[src/hdl/pwm2_timer_pkg.sv]
package pwm2_timer_pkg;

    // ========================================
    // register indices (byte address is index times four)
    localparam logic [9:0] IDX_MODE  = 10'h120;
    localparam logic [9:0] IDX_CTRL1 = 10'h121;
    localparam logic [9:0] IDX_IER   = 10'h122;
    localparam logic [9:0] IDX_STAT  = 10'h123;
    localparam logic [9:0] IDX_COUNT = 10'h124;
    localparam logic [9:0] IDX_GRA   = 10'h128;
    localparam logic [9:0] IDX_GRB   = 10'h129;
    localparam logic [9:0] IDX_GRC   = 10'h12A;
    localparam logic [9:0] IDX_GRD   = 10'h12B;
    localparam logic [9:0] IDX_CTRL2 = 10'h130;
    localparam logic [9:0] IDX_FILT  = 10'h131;

    // ========================================
    // field positions
    localparam int MODE_RUN      = 0;
    localparam int MODE_BFD      = 5;
    localparam int CTRL1_TOB     = 1;
    localparam int CTRL1_CKS_LSB = 4;
    localparam int CTRL1_CLEAR_ON_PERIOD_BIT    = 7;
    localparam int CTRL2_STOP_ON_PERIOD_BIT    = 5;
    localparam int CTRL2_EDG_LSB = 6;
    localparam int FILT_TRG      = 4;
    localparam int FILT_CK_LSB   = 6;

    // ========================================
    // reset values and fixed read bits
    localparam logic [7:0]  MODE_RST   = 8'h00;
    localparam logic [7:0]  CTRL1_RST  = 8'h00;
    localparam logic [7:0]  CTRL2_RST  = 8'h18;
    localparam logic [7:0]  CTRL2_ONES = 8'h18;
    localparam logic [7:0]  FILT_RST   = 8'h00;
    localparam logic [7:0]  FILT_MASK  = 8'hDF;
    localparam logic [3:0]  IER_RST    = 4'h0;
    localparam logic [15:0] GR_RST     = 16'hFFFF;
    localparam logic [15:0] CNT_MAX    = 16'hFFFF;

    // ========================================
    // count source, filter clock and trigger edge encodings
    localparam logic [2:0] CKS_F1   = 3'h0;
    localparam logic [2:0] CKS_F2   = 3'h1;
    localparam logic [2:0] CKS_F4   = 3'h2;
    localparam logic [2:0] CKS_F8   = 3'h3;
    localparam logic [2:0] CKS_F32  = 3'h4;
    localparam logic [2:0] CKS_EXT  = 3'h5;
    localparam logic [2:0] CKS_O40M = 3'h6;
    localparam logic [2:0] CKS_OF   = 3'h7;
    localparam logic [1:0] FCK_F32  = 2'h0;
    localparam logic [1:0] FCK_F8   = 2'h1;
    localparam logic [1:0] FCK_F1   = 2'h2;
    localparam logic [1:0] EDG_OFF  = 2'h0;
    localparam logic [1:0] EDG_RISE = 2'h1;
    localparam logic [1:0] EDG_FALL = 2'h2;

    // ========================================
    // types
    typedef enum logic [2:0] {
        ST_IDLE = 3'b001,
        ST_WAIT = 3'b010,
        ST_RUN  = 3'b100
    } seq_state_t;

    typedef struct packed {
        logic ovf;
        logic c;
        logic b;
        logic a;
    } cmp_evt_t;

endpackage

[src/hdl/wait_oneshot_pwm_timer.sv]
`timescale 1ns/1ps
`default_nettype none

module wait_oneshot_pwm_timer #(
    parameter int CNT_W = 16
) (
    // clock and reset
    input  wire logic        clk_i,
    input  wire logic        rst_n_i,
    // avalon-mm slave
    input  wire logic [11:0] address_i,
    input  wire logic        read_i,
    input  wire logic        write_i,
    input  wire logic [31:0] writedata_i,
    input  wire logic [3:0]  byteenable_i,
    output logic      [31:0] readdata_o,
    output logic             waitrequest_o,
    // pins and clock sources
    input  wire logic        trigger_in_pin_i,
    input  wire logic        ext_count_clk_pin_i,
    input  wire logic        fast_osc_40m_clk_i,
    input  wire logic        fast_osc_f_clk_i,
    // waveform and interrupt
    output logic             pwm_out_pin_b_o,
    output logic             irq_o
);

    // ========================================
    // bus handshake: one wait cycle per access
    logic                         wait_q;
    logic                         req;
    logic                         wr;
    logic [9:0]                   idx;
    logic [31:0]                  rdata_q;

    assign req = read_i | write_i;
    assign wr  = write_i & ~wait_q;
    assign idx = address_i[11:2];

    // waitrequest drops for one cycle after a request is seen
    always_ff @(posedge clk_i or negedge rst_n_i) begin
        if (!rst_n_i) begin
            wait_q <= 1'b1;
        end else begin
            wait_q <= ~(req & wait_q);
        end
    end

    // ========================================
    // registers
    logic [7:0]                   mode_q;
    logic [7:0]                   ctrl1_q;
    logic [7:0]                   ctrl2_q;
    logic [7:0]                   filt_q;
    logic [3:0]                   ier_q;
    logic [3:0]                   stat_q;
    logic [CNT_W-1:0]             cnt_q;
    logic [CNT_W-1:0]             gra_q;
    logic [CNT_W-1:0]             grb_q;
    logic [CNT_W-1:0]             grc_q;
    logic [CNT_W-1:0]             grd_q;
    logic [CNT_W-1:0]             wr16;
    pwm2_timer_pkg::cmp_evt_t     evt;

    // byte-lane merge for 16-bit registers
    function automatic logic [15:0] merge16(input logic [15:0] old, input logic [31:0] d, input logic [3:0] be);
        logic [15:0] r;
        r = old;
        if (be[0]) begin
            r[7:0] = d[7:0];
        end
        if (be[1]) begin
            r[15:8] = d[15:8];
        end
        return r;
    endfunction

    // control, enable and compare A, C and D register writes (GRB is written in the sequencer block)
    always_ff @(posedge clk_i or negedge rst_n_i) begin
        if (!rst_n_i) begin
            mode_q  <= pwm2_timer_pkg::MODE_RST;
            ctrl1_q <= pwm2_timer_pkg::CTRL1_RST;
            ctrl2_q <= pwm2_timer_pkg::CTRL2_RST;
            filt_q  <= pwm2_timer_pkg::FILT_RST;
            ier_q   <= pwm2_timer_pkg::IER_RST;
            gra_q   <= pwm2_timer_pkg::GR_RST;
            grc_q   <= pwm2_timer_pkg::GR_RST;
            grd_q   <= pwm2_timer_pkg::GR_RST;
        end else if (wr && byteenable_i[0]) begin
            case (idx)
                pwm2_timer_pkg::IDX_MODE:  mode_q  <= writedata_i[7:0];
                pwm2_timer_pkg::IDX_CTRL1: ctrl1_q <= writedata_i[7:0];
                pwm2_timer_pkg::IDX_CTRL2: ctrl2_q <= writedata_i[7:0] | pwm2_timer_pkg::CTRL2_ONES;
                pwm2_timer_pkg::IDX_FILT:  filt_q  <= writedata_i[7:0] & pwm2_timer_pkg::FILT_MASK;
                pwm2_timer_pkg::IDX_IER:   ier_q   <= writedata_i[3:0];
                pwm2_timer_pkg::IDX_GRA:   gra_q   <= merge16(gra_q, writedata_i, byteenable_i);
                pwm2_timer_pkg::IDX_GRC:   grc_q   <= merge16(grc_q, writedata_i, byteenable_i);
                pwm2_timer_pkg::IDX_GRD:   grd_q   <= merge16(grd_q, writedata_i, byteenable_i);
                default: ;
            endcase
        end
    end

    // decoded control fields
    logic                         run_bit;
    logic                         bfd_bit;
    logic                         tob_bit;
    logic                         clear_on_period_bit_bit;
    logic [2:0]                   cks;
    logic                         stop_on_period_bit_bit;
    logic [1:0]                   edg;
    logic                         trig_mode;

    assign run_bit   = mode_q[pwm2_timer_pkg::MODE_RUN];
    assign bfd_bit   = mode_q[pwm2_timer_pkg::MODE_BFD];
    assign tob_bit   = ctrl1_q[pwm2_timer_pkg::CTRL1_TOB];
    assign clear_on_period_bit_bit  = ctrl1_q[pwm2_timer_pkg::CTRL1_CLEAR_ON_PERIOD_BIT];
    assign cks       = ctrl1_q[pwm2_timer_pkg::CTRL1_CKS_LSB +: 3];
    assign stop_on_period_bit_bit  = ctrl2_q[pwm2_timer_pkg::CTRL2_STOP_ON_PERIOD_BIT];
    assign edg       = ctrl2_q[pwm2_timer_pkg::CTRL2_EDG_LSB +: 2];
    assign trig_mode = (edg != pwm2_timer_pkg::EDG_OFF) && stop_on_period_bit_bit;

    // ========================================
    // pin synchronisers and prescaler
    logic [1:0]                   ext_s_q;
    logic [1:0]                   o40_s_q;
    logic [1:0]                   of_s_q;
    logic [1:0]                   trg_s_q;
    logic                         ext_d_q;
    logic                         o40_d_q;
    logic                         of_d_q;
    logic [4:0]                   pre_q;

    // two flops per asynchronous input, third flop for edge detect on the three count clock inputs
    always_ff @(posedge clk_i or negedge rst_n_i) begin
        if (!rst_n_i) begin
            ext_s_q <= 2'h0;
            o40_s_q <= 2'h0;
            of_s_q  <= 2'h0;
            trg_s_q <= 2'h0;
            ext_d_q <= 1'b0;
            o40_d_q <= 1'b0;
            of_d_q  <= 1'b0;
        end else begin
            ext_s_q <= {ext_s_q[0], ext_count_clk_pin_i};
            o40_s_q <= {o40_s_q[0], fast_osc_40m_clk_i};
            of_s_q  <= {of_s_q[0], fast_osc_f_clk_i};
            trg_s_q <= {trg_s_q[0], trigger_in_pin_i};
            ext_d_q <= ext_s_q[1];
            o40_d_q <= o40_s_q[1];
            of_d_q  <= of_s_q[1];
        end
    end

    // free-running divider for f2 to f32 enables
    always_ff @(posedge clk_i or negedge rst_n_i) begin
        if (!rst_n_i) begin
            pre_q <= 5'h00;
        end else begin
            pre_q <= pre_q + 5'h01;
        end
    end

    // count clock select as one-cycle enable
    logic                         tick;
    logic                         en_f8;
    logic                         en_f32;

    assign en_f8  = &pre_q[2:0];
    assign en_f32 = &pre_q;

    always_comb begin
        case (cks)
            pwm2_timer_pkg::CKS_F1:   tick = 1'b1;
            pwm2_timer_pkg::CKS_F2:   tick = pre_q[0];
            pwm2_timer_pkg::CKS_F4:   tick = &pre_q[1:0];
            pwm2_timer_pkg::CKS_F8:   tick = en_f8;
            pwm2_timer_pkg::CKS_F32:  tick = en_f32;
            pwm2_timer_pkg::CKS_EXT:  tick = ext_s_q[1] & ~ext_d_q;
            pwm2_timer_pkg::CKS_O40M: tick = o40_s_q[1] & ~o40_d_q;
            pwm2_timer_pkg::CKS_OF:   tick = of_s_q[1] & ~of_d_q;
            default:                  tick = 1'b0;
        endcase
    end

    // ========================================
    // trigger digital filter and edge detect
    logic                         fck;
    logic [2:0]                   fsh_q;
    logic                         flt_q;
    logic                         trg_lvl;
    logic                         trg_prev_q;
    logic                         trig_edge;

    always_comb begin
        case (filt_q[pwm2_timer_pkg::FILT_CK_LSB +: 2])
            pwm2_timer_pkg::FCK_F32: fck = en_f32;
            pwm2_timer_pkg::FCK_F8:  fck = en_f8;
            pwm2_timer_pkg::FCK_F1:  fck = 1'b1;
            default:                 fck = tick;
        endcase
    end

    // level accepted after three equal samples
    always_ff @(posedge clk_i or negedge rst_n_i) begin
        if (!rst_n_i) begin
            fsh_q <= 3'h0;
            flt_q <= 1'b0;
        end else if (fck) begin
            fsh_q <= {fsh_q[1:0], trg_s_q[1]};
            if (fsh_q == 3'h7) begin
                flt_q <= 1'b1;
            end else if (fsh_q == 3'h0) begin
                flt_q <= 1'b0;
            end
        end
    end

    assign trg_lvl = filt_q[pwm2_timer_pkg::FILT_TRG] ? flt_q : trg_s_q[1];

    always_ff @(posedge clk_i or negedge rst_n_i) begin
        if (!rst_n_i) begin
            trg_prev_q <= 1'b0;
        end else begin
            trg_prev_q <= trg_lvl;
        end
    end

    always_comb begin
        case (edg)
            pwm2_timer_pkg::EDG_RISE: trig_edge = trg_lvl & ~trg_prev_q;
            pwm2_timer_pkg::EDG_FALL: trig_edge = ~trg_lvl & trg_prev_q;
            pwm2_timer_pkg::EDG_OFF:  trig_edge = 1'b0;
            default:                  trig_edge = trg_lvl ^ trg_prev_q;
        endcase
    end

    // ========================================
    // count sequencer and waveform
    pwm2_timer_pkg::seq_state_t   state_q;
    logic                         pwm_q;
    logic                         wr_mode;
    logic                         wr_cnt;
    logic                         restart;
    logic                         run_tick;
    logic                         clr_now;

    assign wr_mode  = wr && byteenable_i[0] && (idx == pwm2_timer_pkg::IDX_MODE);
    assign wr_cnt   = wr && (idx == pwm2_timer_pkg::IDX_COUNT);
    assign restart  = (state_q == pwm2_timer_pkg::ST_RUN) && trig_mode && trig_edge && !wr_mode;
    assign run_tick = (state_q == pwm2_timer_pkg::ST_RUN) && tick && !wr_mode && !restart;
    assign clr_now  = evt.a && (clear_on_period_bit_bit || stop_on_period_bit_bit) && clear_on_period_bit_bit;
    assign wr16     = merge16(cnt_q, writedata_i, byteenable_i);

    // compare events on the counted value
    always_comb begin
        evt.a   = run_tick && (cnt_q == gra_q);
        evt.b   = run_tick && (cnt_q == grb_q);
        evt.c   = run_tick && (cnt_q == grc_q);
        evt.ovf = run_tick && (cnt_q == pwm2_timer_pkg::CNT_MAX);
    end

    // one engine for the state, counter, end point and pin level
    always_ff @(posedge clk_i or negedge rst_n_i) begin
        if (!rst_n_i) begin
            state_q <= pwm2_timer_pkg::ST_IDLE;
            cnt_q   <= '0;
            grb_q   <= pwm2_timer_pkg::GR_RST;
            pwm_q   <= 1'b0;
        end else begin
            if (wr && byteenable_i[0] && (idx == pwm2_timer_pkg::IDX_CTRL1)) begin
                pwm_q <= writedata_i[pwm2_timer_pkg::CTRL1_TOB];
            end
            if (wr && (idx == pwm2_timer_pkg::IDX_GRB)) begin
                grb_q <= merge16(grb_q, writedata_i, byteenable_i);
            end
            if (wr_mode) begin
                if (!writedata_i[pwm2_timer_pkg::MODE_RUN]) begin
                    state_q <= pwm2_timer_pkg::ST_IDLE;
                    pwm_q   <= tob_bit;
                end else if (state_q == pwm2_timer_pkg::ST_IDLE) begin
                    state_q <= trig_mode ? pwm2_timer_pkg::ST_WAIT : pwm2_timer_pkg::ST_RUN;
                    pwm_q   <= tob_bit;
                end
            end else begin
                case (state_q)
                    pwm2_timer_pkg::ST_WAIT: begin
                        pwm_q <= tob_bit;
                        if (trig_edge) begin
                            cnt_q   <= '0;
                            state_q <= pwm2_timer_pkg::ST_RUN;
                        end
                    end
                    pwm2_timer_pkg::ST_RUN: begin
                        if (restart) begin
                            cnt_q <= '0;
                            pwm_q <= tob_bit;
                        end else if (run_tick) begin
                            cnt_q <= cnt_q + CNT_W'(1);
                            if (evt.c) begin
                                pwm_q <= ~tob_bit;
                            end
                            if (evt.b) begin
                                pwm_q <= tob_bit;
                            end
                            if (evt.a) begin
                                if (bfd_bit) begin
                                    grb_q <= grd_q;
                                end
                                if (clear_on_period_bit_bit) begin
                                    cnt_q <= '0;
                                end
                                if (stop_on_period_bit_bit) begin
                                    pwm_q   <= tob_bit;
                                    cnt_q   <= clear_on_period_bit_bit ? '0 : cnt_q;
                                    state_q <= trig_mode ? pwm2_timer_pkg::ST_WAIT : pwm2_timer_pkg::ST_IDLE;
                                end
                            end
                        end
                    end
                    pwm2_timer_pkg::ST_IDLE: ;
                    default: state_q <= pwm2_timer_pkg::ST_IDLE;
                endcase
            end
            if (wr_cnt && !clr_now) begin
                cnt_q <= wr16;
            end
        end
    end

    // ========================================
    // status flags and interrupt request
    logic [3:0]                   stat_keep;
    logic [3:0]                   stat_d;

    // write 0 clears a flag; a new event wins over the clear
    always_comb begin
        stat_keep = stat_q;
        if (wr && byteenable_i[0] && (idx == pwm2_timer_pkg::IDX_STAT)) begin
            stat_keep = stat_q & writedata_i[3:0];
        end
        stat_d = stat_keep | evt;
    end

    always_ff @(posedge clk_i or negedge rst_n_i) begin
        if (!rst_n_i) begin
            stat_q <= 4'h0;
            irq_o  <= 1'b0;
        end else begin
            stat_q <= stat_d;
            irq_o  <= |(stat_d & ier_q);
        end
    end

    // ========================================
    // read data mux and waveform pin
    logic [31:0]                  rmux;

    always_comb begin
        rmux = 32'h0000_0000;
        case (idx)
            pwm2_timer_pkg::IDX_MODE:  rmux[7:0]  = mode_q;
            pwm2_timer_pkg::IDX_CTRL1: rmux[7:0]  = ctrl1_q;
            pwm2_timer_pkg::IDX_CTRL2: rmux[7:0]  = ctrl2_q | pwm2_timer_pkg::CTRL2_ONES;
            pwm2_timer_pkg::IDX_FILT:  rmux[7:0]  = filt_q & pwm2_timer_pkg::FILT_MASK;
            pwm2_timer_pkg::IDX_IER:   rmux[3:0]  = ier_q;
            pwm2_timer_pkg::IDX_STAT:  rmux[3:0]  = stat_q;
            pwm2_timer_pkg::IDX_COUNT: rmux[15:0] = cnt_q;
            pwm2_timer_pkg::IDX_GRA:   rmux[15:0] = gra_q;
            pwm2_timer_pkg::IDX_GRB:   rmux[15:0] = grb_q;
            pwm2_timer_pkg::IDX_GRC:   rmux[15:0] = grc_q;
            pwm2_timer_pkg::IDX_GRD:   rmux[15:0] = grd_q;
            default:                   rmux       = 32'h0000_0000;
        endcase
    end

    always_ff @(posedge clk_i or negedge rst_n_i) begin
        if (!rst_n_i) begin
            rdata_q <= 32'h0000_0000;
        end else if (read_i && wait_q) begin
            rdata_q <= rmux;
        end
    end

    assign readdata_o      = rdata_q;
    assign waitrequest_o   = wait_q;
    assign pwm_out_pin_b_o = pwm_q;

endmodule

`default_nettype wire

[config.mk]
export PLATFORM = sky130hd
export DESIGN_NAME = wait_oneshot_pwm_timer
export DESIGN_NICKNAME = d
export VERILOG_FILES = /design/src/hdl/pwm2_timer_pkg.sv /design/src/hdl/wait_oneshot_pwm_timer.sv
export SDC_FILE = /design/constraint.sdc
export NUM_CORES = 1
export LEC_CHECK = 0
export BUFFER_PORTS_ARGS = -buffer_cell sky130_fd_sc_hd__buf_2
export CAP_MARGIN = 20
export CORE_ASPECT_RATIO = 0.9
export CORE_MARGIN = 5
export CORE_UTILIZATION = 39
export DETAILED_ROUTE_END_ITERATION = 10
export HOLD_SLACK_MARGIN = 0.1
export SYNTH_ARGS = -nofsm -noshare
export SYNTH_HDL_FRONTEND = slang
export SYNTH_SLANG_ARGS = --single-unit
[constraint.sdc]
create_clock -name clk_i -period 3.3 [get_ports clk_i]
set_clock_uncertainty 0.05 [all_clocks]
set_input_delay 0.165 -clock clk_i [delete_from_list [all_inputs] [get_ports clk_i]]
set_output_delay 0.165 -clock clk_i [all_outputs]
set_load 0.005 [all_outputs]
# Word level (Yosys, flattened, before mapping)
# Cells that the tools add are included.
# word_totals
mem_count,0
rom_bits,0
ram_bits,0
latch_bits,0
input_bits,56
output_inout_bits,35
register_bits,160
word_cells,200
# classes
bitwise_logic,20
reduce_logical,51
n_div,0
eq_ne,43
mul,0
shifts,0
addsub,2
n_lt_le_gt_ge,0
muxes,53
# op_table
operator,n
$mux 16,16
$eq 10x9->1 const B,11
$eq 16x16->1,3
$pmux 4 s11,1
$pmux 8 s5,1
$pmux 4 s9,1
$mux 8,4
$pmux 16 s2,1
$mux 3,9
$logic_and 1x1->1,21
$reduce_and 3->1,7
$eq 3x3->1 const B,6
$ne 3x3->1 const B,6
$add 16x1->16 const B,1
$eq 16x16->1 const B,1
$reduce_and 2->1,7
$mux 1,13
$reduce_and 6->1,2
$eq 3x2->1 const B,3
$pmux 3 s3,1
$and 4x4->4,2
$not 1->1,8
$pmux 1 s8,1
$and 1x1->1,7
other kinds (25),36

# Logic depth before layout (Yosys ltp)
# Gate-level depths: netlist of run 1.
# depth
ltp_word,17
depth_mapped,12
depth_no_buf,11

# Worst setup path before layout of run 1
# Ideal clock, no wire load.
# synth_timing
path_type,register to register
start,reg pre_q[0]
end,reg cnt_q[10]
slack_ps,593
stages_incl_launch_ff,11
setup_ps,122
arrival_time_ps,2535
period_less_slack_ps,2707
required_ps,3128
n_path_buf,1
path_cell_list,dfrtp_1 > ha_1 > ha_1 > mux4_2 > a21o_1 > and4_1 > a21oi_2 > and2_1 > clkbuf_1 > o22ai_1 > a32o_1
# synth_between
elab_chain_len,12
elab_cells_between_ends,25
cone_classes,eq/ne: 5; mux: 7; reduce/logical: 13
# synth_lines
element,line_no,source
start: declaration,wait_oneshot_pwm_timer.sv:132,logic [4:0] pre_q;
start signal: assignment,wait_oneshot_pwm_timer.sv:160,pre_q <= pre_q + 5'h01;
$reduce_and 5->1 (tied with other cells),wait_oneshot_pwm_timer.sv:170,assign en_f32 = &pre_q;
$pmux 1 s8 (*),wait_oneshot_pwm_timer.sv:173,case (cks)
$logic_and 1x1->1 (*) (3 in a row),wait_oneshot_pwm_timer.sv:251,assign run_tick = (state_q == pwm2_timer_pkg::ST_RUN) && tick && !wr_mode && !restart;
$logic_and 1x1->1,wait_oneshot_pwm_timer.sv:257,evt.a = run_tick && (cnt_q == gra_q);
$mux 16 / $logic_and 1x1->1 (equally long branches),"wait_oneshot_pwm_timer.sv:306, wait_oneshot_pwm_timer.sv:252",
$mux 16 / $logic_and 1x1->1 (equally long branches),"wait_oneshot_pwm_timer.sv:298, wait_oneshot_pwm_timer.sv:252",
$mux 16 / $logic_not 1->1 (equally long branches),"wait_oneshot_pwm_timer.sv:295, wait_oneshot_pwm_timer.sv:325",
$pmux 16 s2 / $logic_and 1x1->1 (equally long branches),"wait_oneshot_pwm_timer.sv:286, wait_oneshot_pwm_timer.sv:325",
$mux 16 (tied with other cells),wait_oneshot_pwm_timer.sv:277,if (wr_mode) begin
$mux 16 / $reduce_and 6->1 (equally long branches),n/a,
end signal: assignment,wait_oneshot_pwm_timer.sv:299,cnt_q <= cnt_q + CNT_W'(1);
end signal: assignment,wait_oneshot_pwm_timer.sv:315,cnt_q <= clear_on_period_bit_bit ? '0 : cnt_q;
end signal: assignment,wait_oneshot_pwm_timer.sv:326,cnt_q <= wr16;
end: declaration,wait_oneshot_pwm_timer.sv:57,logic [CNT_W-1:0] cnt_q;
# Every way passes the cells marked *; elsewhere a longest branch is shown, timed or not. The select of a mux whose other input is x is not followed.
# A chain may end at the register's enable or synchronous reset.

# Final worst setup path of run 1
# Same ends and word-level chain as after synthesis.

==> results by stage, run 1 <==
Setup path:
- STA classifies the critical path endpoint as a register.
- The biggest fanout along the worst timing path is 43.
- The number of cells on the worst reg-to-reg path is 12.
- Data arrives at the worst endpoint at 3.22 ns.
- The type of origin of the critical path is a register.
- The critical path in this run is classified as reg2reg.
- For the worst setup path, the data required time is 3.57 ns.

Drt:
- The final wirelength is 25,820 um.
- The number of nets with antenna violations after routing is 0.
- The via count is 6,877.
- The first-pass iteration count of the detailed router is 5.
- The violation count after the first detailed-routing iteration is 619.
- The post-detailed-route wirelength per cell is 21.46 um.
- In the routed design, unresolved DRC markers number 0.
- Using the TritonRoute via totals, the vias-per-cell ratio works out to 5.717.

Synth:
- The area share of the largest cell type after synthesis is 0.2698.
- By area the synthesized netlist is led by dfrtp_1 27%, dfstp_2 20%, mux2_2 9.8%.
- The combinational family with the most area after synthesis is multiplexers.
- The number of flops mapped to enable cells by yosys is 0.
- The gate count of the mapped netlist is 809.
- The total of warnings raised by yosys is 0.
- The mean instance size in the synthesized netlist is 10.78 um^2.
- Of the total synthesized cell area, the portion taken by full adders, half adders and majority gates is 0.008611.
- The post-synthesis compound-gate area fraction is 0.1412.
- The xor/xnor cell area share of the yosys netlist is 0.04923.
- By count the netlist is led by 98 x nand2_1, 94 x dfrtp_1, 76 x mux2_2.
- The number of distinct library cells after synthesis is 66.
- The synthesized design contains 160 register bits.
- The sequential element share of the synthesized area is 0.4687.
- The synthesized cell area is 0.008718 mm^2.
- Measured against the total synthesized area, the mux share comes to 0.1596.
- The most frequently used cell type in the post-synthesis netlist is nand2_1.
- The most used flip-flop cell after synthesis is dfrtp_1.
- The fraction of the mapped netlist area in simple logic gates is 0.1273.
- The largest area contributor in the synthesized netlist is dfrtp_1.
- The proportion of register bits with asynchronous set or reset after synthesis is 1.000.

Floorplanning:
- The floorplan core area is 0.02182 mm^2.
- The floorplan step defined a die boundary enclosing 0.02545 mm^2.
- In this run the count of I/O pins placed on the die edge is 91.
- The initial utilization of the core area, before any placement, comes to 0.3995.
- Row generation in the floorplan step produced 51 rows.
- The vertical die dimension is 151.8 um.
- Measured along the x axis, the die boundary spans 167.6 um.

Timing:
- The highest achievable clock rate is 0.3386 GHz.
- The setup violation total in the final timing report is 0.
- The final worst-path setup slack is 0.3470 ns.
- The summed negative setup slack over all endpoints is 0 ns.
- The max-slew violation total from the final report is 0.
- The worst slew margin relative to its limit is 0.4623.
- Of the available clock period, the critical path in the final layout requires 0.8948.
- The measured slew at the worst slew-check pin is 0.8046 ns.
- Setup repair after global routing left no endpoint under its margin.
- The clock period minus worst slack is 2.953 ns.
- The final hold violation count was 0.

Global route:
- Summed over all layers, the global routing overflow is 0.
- The number of global-route vias before repair was 6,843.
- Entering global routing, the biggest net connects 67 pins.
- The global-route wire length before repair is 41,170 um.
- The initial antenna violation count is 0.
- Across every metal layer, demand over resource in global routing totals 0.2066.

Placement:
- Input and output buffers added on the ports amount to 54.
- Before CTS, the worst setup slack after placement is 0.4028 ns.
- The final RePlAce weighted congestion is 0.9112.
- Once detailed placement completed, the half-perimeter wirelength came to 18,680 um.
- The number of cells in the design after placement is 1,149.
- The placed standard-cell area is 0.009487 mm^2.

Clocking:
- Clock tree synthesis inserted a total of 17 buffers.
- The clock tree from TritonCTS is built.
- The hold buffer count at CTS is 22.
- The count of buffers added by post-CTS timing repair for setup is 0.
- The clock passes through at most 2 buffers.
- The number of gates resized after cts is 0.
- In this run the number of H-tree levels came out at 4.
- The clock transition at the register clock pins on the worst setup and hold paths after CTS is 0.07 ns.
- The clock reaches the later pin of the worst-skew pair after 0.44 ns.
- Clock tree synthesis found a total of 160 sinks.
- The master cell of the clock root buffer is clkbuf_16.

Cells and area:
- The final cell count without fillers is 1,203.
- The cell area after layout is 0.01030 mm^2.
- Compared with the post-synthesis result, the final layout area differs by 18.17%.
- The net total in the final layout is 961.
- The number of antenna diodes in the final layout is 0.
- Of the cells placed in the final design, the portion with a size suffix greater than 1 is 0.3410.
- The filler cells instantiated in the layout total 2,012.

Run:
- Across the run, the number of max-cap violations was 0.

Hold path:
- The worst hold path class is in2reg.
- Along the worst hold path, the cell count comes to 3.

Power and ir drop:
- The standby leakage power is 0.004221 uW.
- The power density normalized to cell area is 410.5 mW/mm^2.
- The worst voltage drop across the vdd grid is 0.3224 mV.

Run status:
- The flow ran to the end, and the final reports show no timing, DRC or antenna violations.
worst max-delay path, cell delays in order, from the launching register on:
cell,delay [ns]
dfrtp_1,0.39
ha_1,0.20
and3_1,0.17
ha_1,0.16
nand2b_1,0.06
a311oi_1,0.37
a21o_1,0.18
nand4_1,0.15
o21ai_0,0.27
a21oi_2,0.12
buf_12,0.18
or2_2,0.30
a32o_1,0.23
metrics by stage:
step,util,hold WS (ns),total power [uW]
after floorplan,-,-0.1806,2119
after global placement,0.4347,0.1559,2228
after detailed placement,0.4347,0.1539,2230
after CTS,0.4721,0.1078,4258
after global routing,0.4721,0.1391,4370
final,0.4721,0.1284,4229
power breakdown:
part	switching [uW]	total [uW]	internal, uW	leakage (uW)
Clock	932	2010	1080	0.000287
Sequential	11.5	2000	1980	0.00194
Combinational	145	221	75.7	0.00200
cells by family after synthesis:
| logic type | Yosys count |
|---|---|
| AND/OR/NAND/NOR | 217 |
| other | 1 |
| adder cells (fa/ha/maj) | 6 |
| buffers and inverters | 83 |
| XOR/XNOR | 49 |
| multiplexers | 112 |
| AO/OA/AOI/OAI | 181 |
| flip-flops | 160 |
sequential cells by signal (all words and copies together) (netlist names), 2 cells and up:
name,cells
cnt_q,16
ctrl1_q,8
ctrl2_q,6
ext_s_q,2
filt_q,7
fsh_q,3
gra_q,16
grb_q,16
grc_q,16
grd_q,16
ier_q,4
mode_q,8
o40_s_q,2
of_s_q,2
pre_q,5
readdata_o,16
stat_q,4
state_q,3
trg_s_q,2
path summary, 6_finish.rpt:
path / start / endpoint / slack, ns
setup / recovery: pre_q[0] / cnt_q[10] / 0.35
hold / removal: writedata_i[0] / mode_q[0] / 0.13
setup reg to reg: pre_q[0] / cnt_q[10] / 0.35
hold reg to reg: trg_s_q[0] / trg_s_q[1] / 0.31
max in group asynchronous: rst_n_i / grc_q[15] / 2.11
min in group asynchronous: rst_n_i / irq_o / 0.25
metal layers:
metal,up-vias,share of wire,GRT usage
met2,289,0.44,0.3052
met5,-,0,0
li1,3119,-,-
met1,3431,0.46,0.3044
met4,0,0.021,0.06066
met3,38,0.075,0.04617
cells in the final DEF (no fill, tap or decap), drive strengths merged, types with 8 or more instances in the layout:
cell type and count:
a21oi 22, a22o 8, a22oi 18, and2 8
and3 9, buf 106, clkbuf 17, conb 16
dfrtp 94, dfstp 66, dlygate4sd3 22, inv 19
mux2 76, mux2i 22, mux4 14, nand2 98
nand3 13, nand4 14, nor2 22, nor2b 8
nor3 15, o21ai 54, o22ai 21, o2bb2ai 13
xnor2 49
final cells by class:
| type | instances | area [um^2] | area share |
|---|---|---|---|
| inverters | 11 | 41.29 | 0.004008 |
| flip-flops and latches | 160 | 4086 | 0.3966 |
| clock buffers | 17 | 425.4 | 0.04129 |
| clock inverters | 15 | 170.2 | 0.01652 |
| well taps | 291 | 364.1 | 0.03534 |
| multi-input cells | 581 | 4315 | 0.4189 |
| repair buffers | 128 | 899.6 | 0.08732 |
Note: power is estimated with default switching activity, not from simulation.
==> run 2, diff against run 1 <==
--- a/config.mk
+++ b/config.mk
@@ -9,7 +9,7 @@
 export CAP_MARGIN = 20
 export CORE_ASPECT_RATIO = 0.9
 export CORE_MARGIN = 5
-export CORE_UTILIZATION = 39
+export CORE_UTILIZATION = 40
 export DETAILED_ROUTE_END_ITERATION = 10
 export HOLD_SLACK_MARGIN = 0.1
 export SYNTH_ARGS = -nofsm -noshare
==> results by stage, run 2 (synthesis gave the netlist of run 1 again) <==
Run status:
- Status: complete, no violations (unchanged).

Cells and area:
- The final cell count without fillers is 1,195 (was 1,203).
- The area added between synthesis and finish is 17.81% (was 18.17%).
- The layout cell share with drive strength beyond 1 was 0.3341 (was 0.3410).
- The net total in the final layout came to 953 (was 961).
- Most frequent cells in the layout: 98 x nand2_1, 94 x dfrtp_1, 76 x mux2_2, 66 x dfstp_2 (unchanged).
- The most common cell after layout, fill and taps aside is nand2_1 (unchanged).
- The number of diodes is 0 (unchanged).
- The post-layout utilization of the core came to 0.4762 (was 0.4721).

Drt:
- The via count was 6,741 (was 6,877).
- The violation count after the first detailed-routing iteration is 558 (was 619).
- The first-pass iteration count of the detailed router came to 5 (unchanged).
- The via density per instance is 5.641 (was 5.717).
- The remaining design rule violation count is 0 (unchanged).
- The number of nets with antenna violations after routing is 0 (unchanged).
- The post-detailed-route wirelength per cell is 21.25 um (was 21.46 um).
- The final wirelength is 25,390 um (was 25,820 um).

Timing:
- The max-slew violation total from the final report is 0 (unchanged).
- The clock period minus worst slack is 2.931 ns (was 2.953 ns).
- The summed negative setup slack over all endpoints was 0 ns (unchanged).
- The worst slew margin relative to its limit is 0.4487 (was 0.4623).
- The measured slew at the worst slew-check pin is 0.8250 ns (was 0.8046 ns).
- The worst hold slack after final layout was 0.1793 ns (was 0.1284 ns).
- The setup violation total in the final timing report came to 0 (unchanged).
- The final worst-path setup slack came to 0.3687 ns (was 0.3470 ns).
- Setup repair after global routing missed its margin: false (unchanged).
- The highest achievable clock rate is 0.3412 GHz (was 0.3386 GHz).
- The final cycle utilization of the critical path is 0.8883 (was 0.8948).
- The final hold violation count is 0 (unchanged).

Floorplanning:
- The floorplan die area is 0.02485 mm^2 (was 0.02545 mm^2).
- The I/O pin count came to 91 (unchanged).
- The effective utilization at floorplan is 0.4042 (was 0.3995).
- The vertical die dimension was 150.1 um (was 151.8 um).
- The count of standard-cell rows came to 51 (unchanged).
- The floorplan core area is 0.02157 mm^2 (was 0.02182 mm^2).
- The die outline width is 165.6 um (was 167.6 um).

Placement:
- The half-perimeter wire length after placement is 18,450 um (was 18,680 um).
- The final RePlAce weighted congestion is 0.9189 (was 0.9112).
- The post-placement setup slack is 0.4024 ns (was 0.4028 ns).
- The number of cells in the design after placement is 1,140 (was 1,149).
- The count of buffers from port buffering is 54 (unchanged).

Global route:
- The global-route wire length before repair is 40,470 um (was 41,170 um).
- The initial antenna violation count is 0 (unchanged).
- The number of global-route vias before repair is 6,741 (was 6,843).
- The pin count of the biggest net entering global routing is 75 (was 67).
- The global router's overall resource usage is 0.2099 (was 0.2066).
- The total global routing overflow is 0 (unchanged).

Setup path:
- The origin of the worst setup path is pre_q[0] (unchanged).
- The cell type group with the largest total delay on the critical path is compound AO/OA/AOI/OAI gates (unchanged).
- The slowest cell on the critical path is mux4_2 (was dfrtp_1).
- The required time reported for the critical path endpoint is 3.56 ns (was 3.57 ns).
- The biggest fanout along the worst timing path is 43 (unchanged).
- The beginning of the worst register-to-register path is pre_q[0] (unchanged).
- The number of buffers and inverters on the critical path is 1 (unchanged).
- The cell repeated most along the worst path is ha_1 (unchanged).
- The path type of the worst setup path is reg2reg (unchanged).
- The worst endpoint data arrival time is 3.19 ns (was 3.22 ns).
- The kind of end point of the critical path is a register (unchanged).
- Ordered cell list for the critical path: ha_1, ha_1, mux4_2, a21oi_1, o22ai_1, nand2_1, a21oi_2, buf_12, or2_2, a32o_1 (was ha_1, and3_1, ha_1, nand2b_1, a311oi_1, a21o_1, nand4_1, o21ai_0, a21oi_2, buf_12, or2_2, a32o_1).
- The type of origin of the critical path is a register (unchanged).
- The stage delay of the slowest cell on the critical path came to 0.47 ns (was 0.39 ns).

Clocking:
- The clock tree from TritonCTS was built (unchanged).
- The number of clock sinks is 160 (unchanged).
- The TritonCTS buffer count was 17 (unchanged).
- The clock transition at the register clock pins on the worst setup and hold paths after CTS is 0.07 ns (about the same).
- The master cell of the clock root buffer is clkbuf_16 (unchanged).
- The number of buffers between clock root and the deepest sink came to 2 (unchanged).
- The clock insertion delay at the later pin of the skew report was 0.43 ns (was 0.44 ns).
- The CTS H-tree depth is 4 (unchanged).
- The number of gates resized after cts is 0 (unchanged).

Power and ir drop:
- The worst voltage drop across the vdd grid is 0.3671 mV (was 0.3224 mV).
- The standby leakage power was 0.004176 uW (was 0.004221 uW).
- The power density normalized to cell area is 416.4 mW/mm^2 (was 410.5 mW/mm^2).

Hold path:
- The start point of the worst hold path is byteenable_i[0] (was writedata_i[0]).
- The worst hold path class was in2reg (unchanged).

Run:
- The count of maximum capacitance violations is 0 (unchanged).
## run 2: cell type report
type | count | area, um^2
clock inverter | 15 | 183.9
clock buffer | 17 | 425.4
fill | 1998 | 11300
sequential | 160 | 4086
inverter | 11 | 41.29
multi-input combinational | 581 | 4315
tap | 291 | 364.1
timing repair buffer | 120 | 854.6
## run 2: timing repair
item / CTS / global route
endpoints found under the hold margin: 98 / 0
hold buffers: 23 / 0
buffers inserted: 0 / 0
## run 2: report_power, final
group / switching (uW) / leakage [uW] / total [uW] / internal, uW
registers: 11.5 / 0.00194 / 2000 / 1980
logic: 143 / 0.00196 / 219 / 76.0
clock network: 864 / 0.000279 / 2060 / 1200
total: 1020 / 0.00418 / 4280 / 3260
## run 2: tightest hold or removal path: stages
cell       delay [ns]
buf_2            0.18
o22ai_1          0.18
o2bb2ai_1        0.08
## run 2: stage by stage
stage	power (uW)	cell area, um^2
floorplan	2119	8775
global placement	2226	9432
detailed placement	2227	9432
CTS	4318	10270
global route	4420	10270
finish	4277	10270
## run 2: metal layers
layer | vias up | global-route usage | wire (um)
li1 | 3098 | - | -
met1 | 3384 | 0.3015 | 11850
met4 | 0 | 0.06351 | 482
met2 | 230 | 0.3173 | 11220
met3 | 29 | 0.04886 | 1837
met5 | - | 0 | 0
## run 2: worst paths after layout
path,cells after the start,to,slack [ns]
min,3,cnt_q[5],0.18
max,10,cnt_q[10],0.37
max in group asynchronous,3,grc_q[5],2.00
min in group asynchronous,2,ext_s_q[0],0.26
min reg2reg,0,trg_s_q[1],0.29
max reg2reg,10,cnt_q[10],0.37
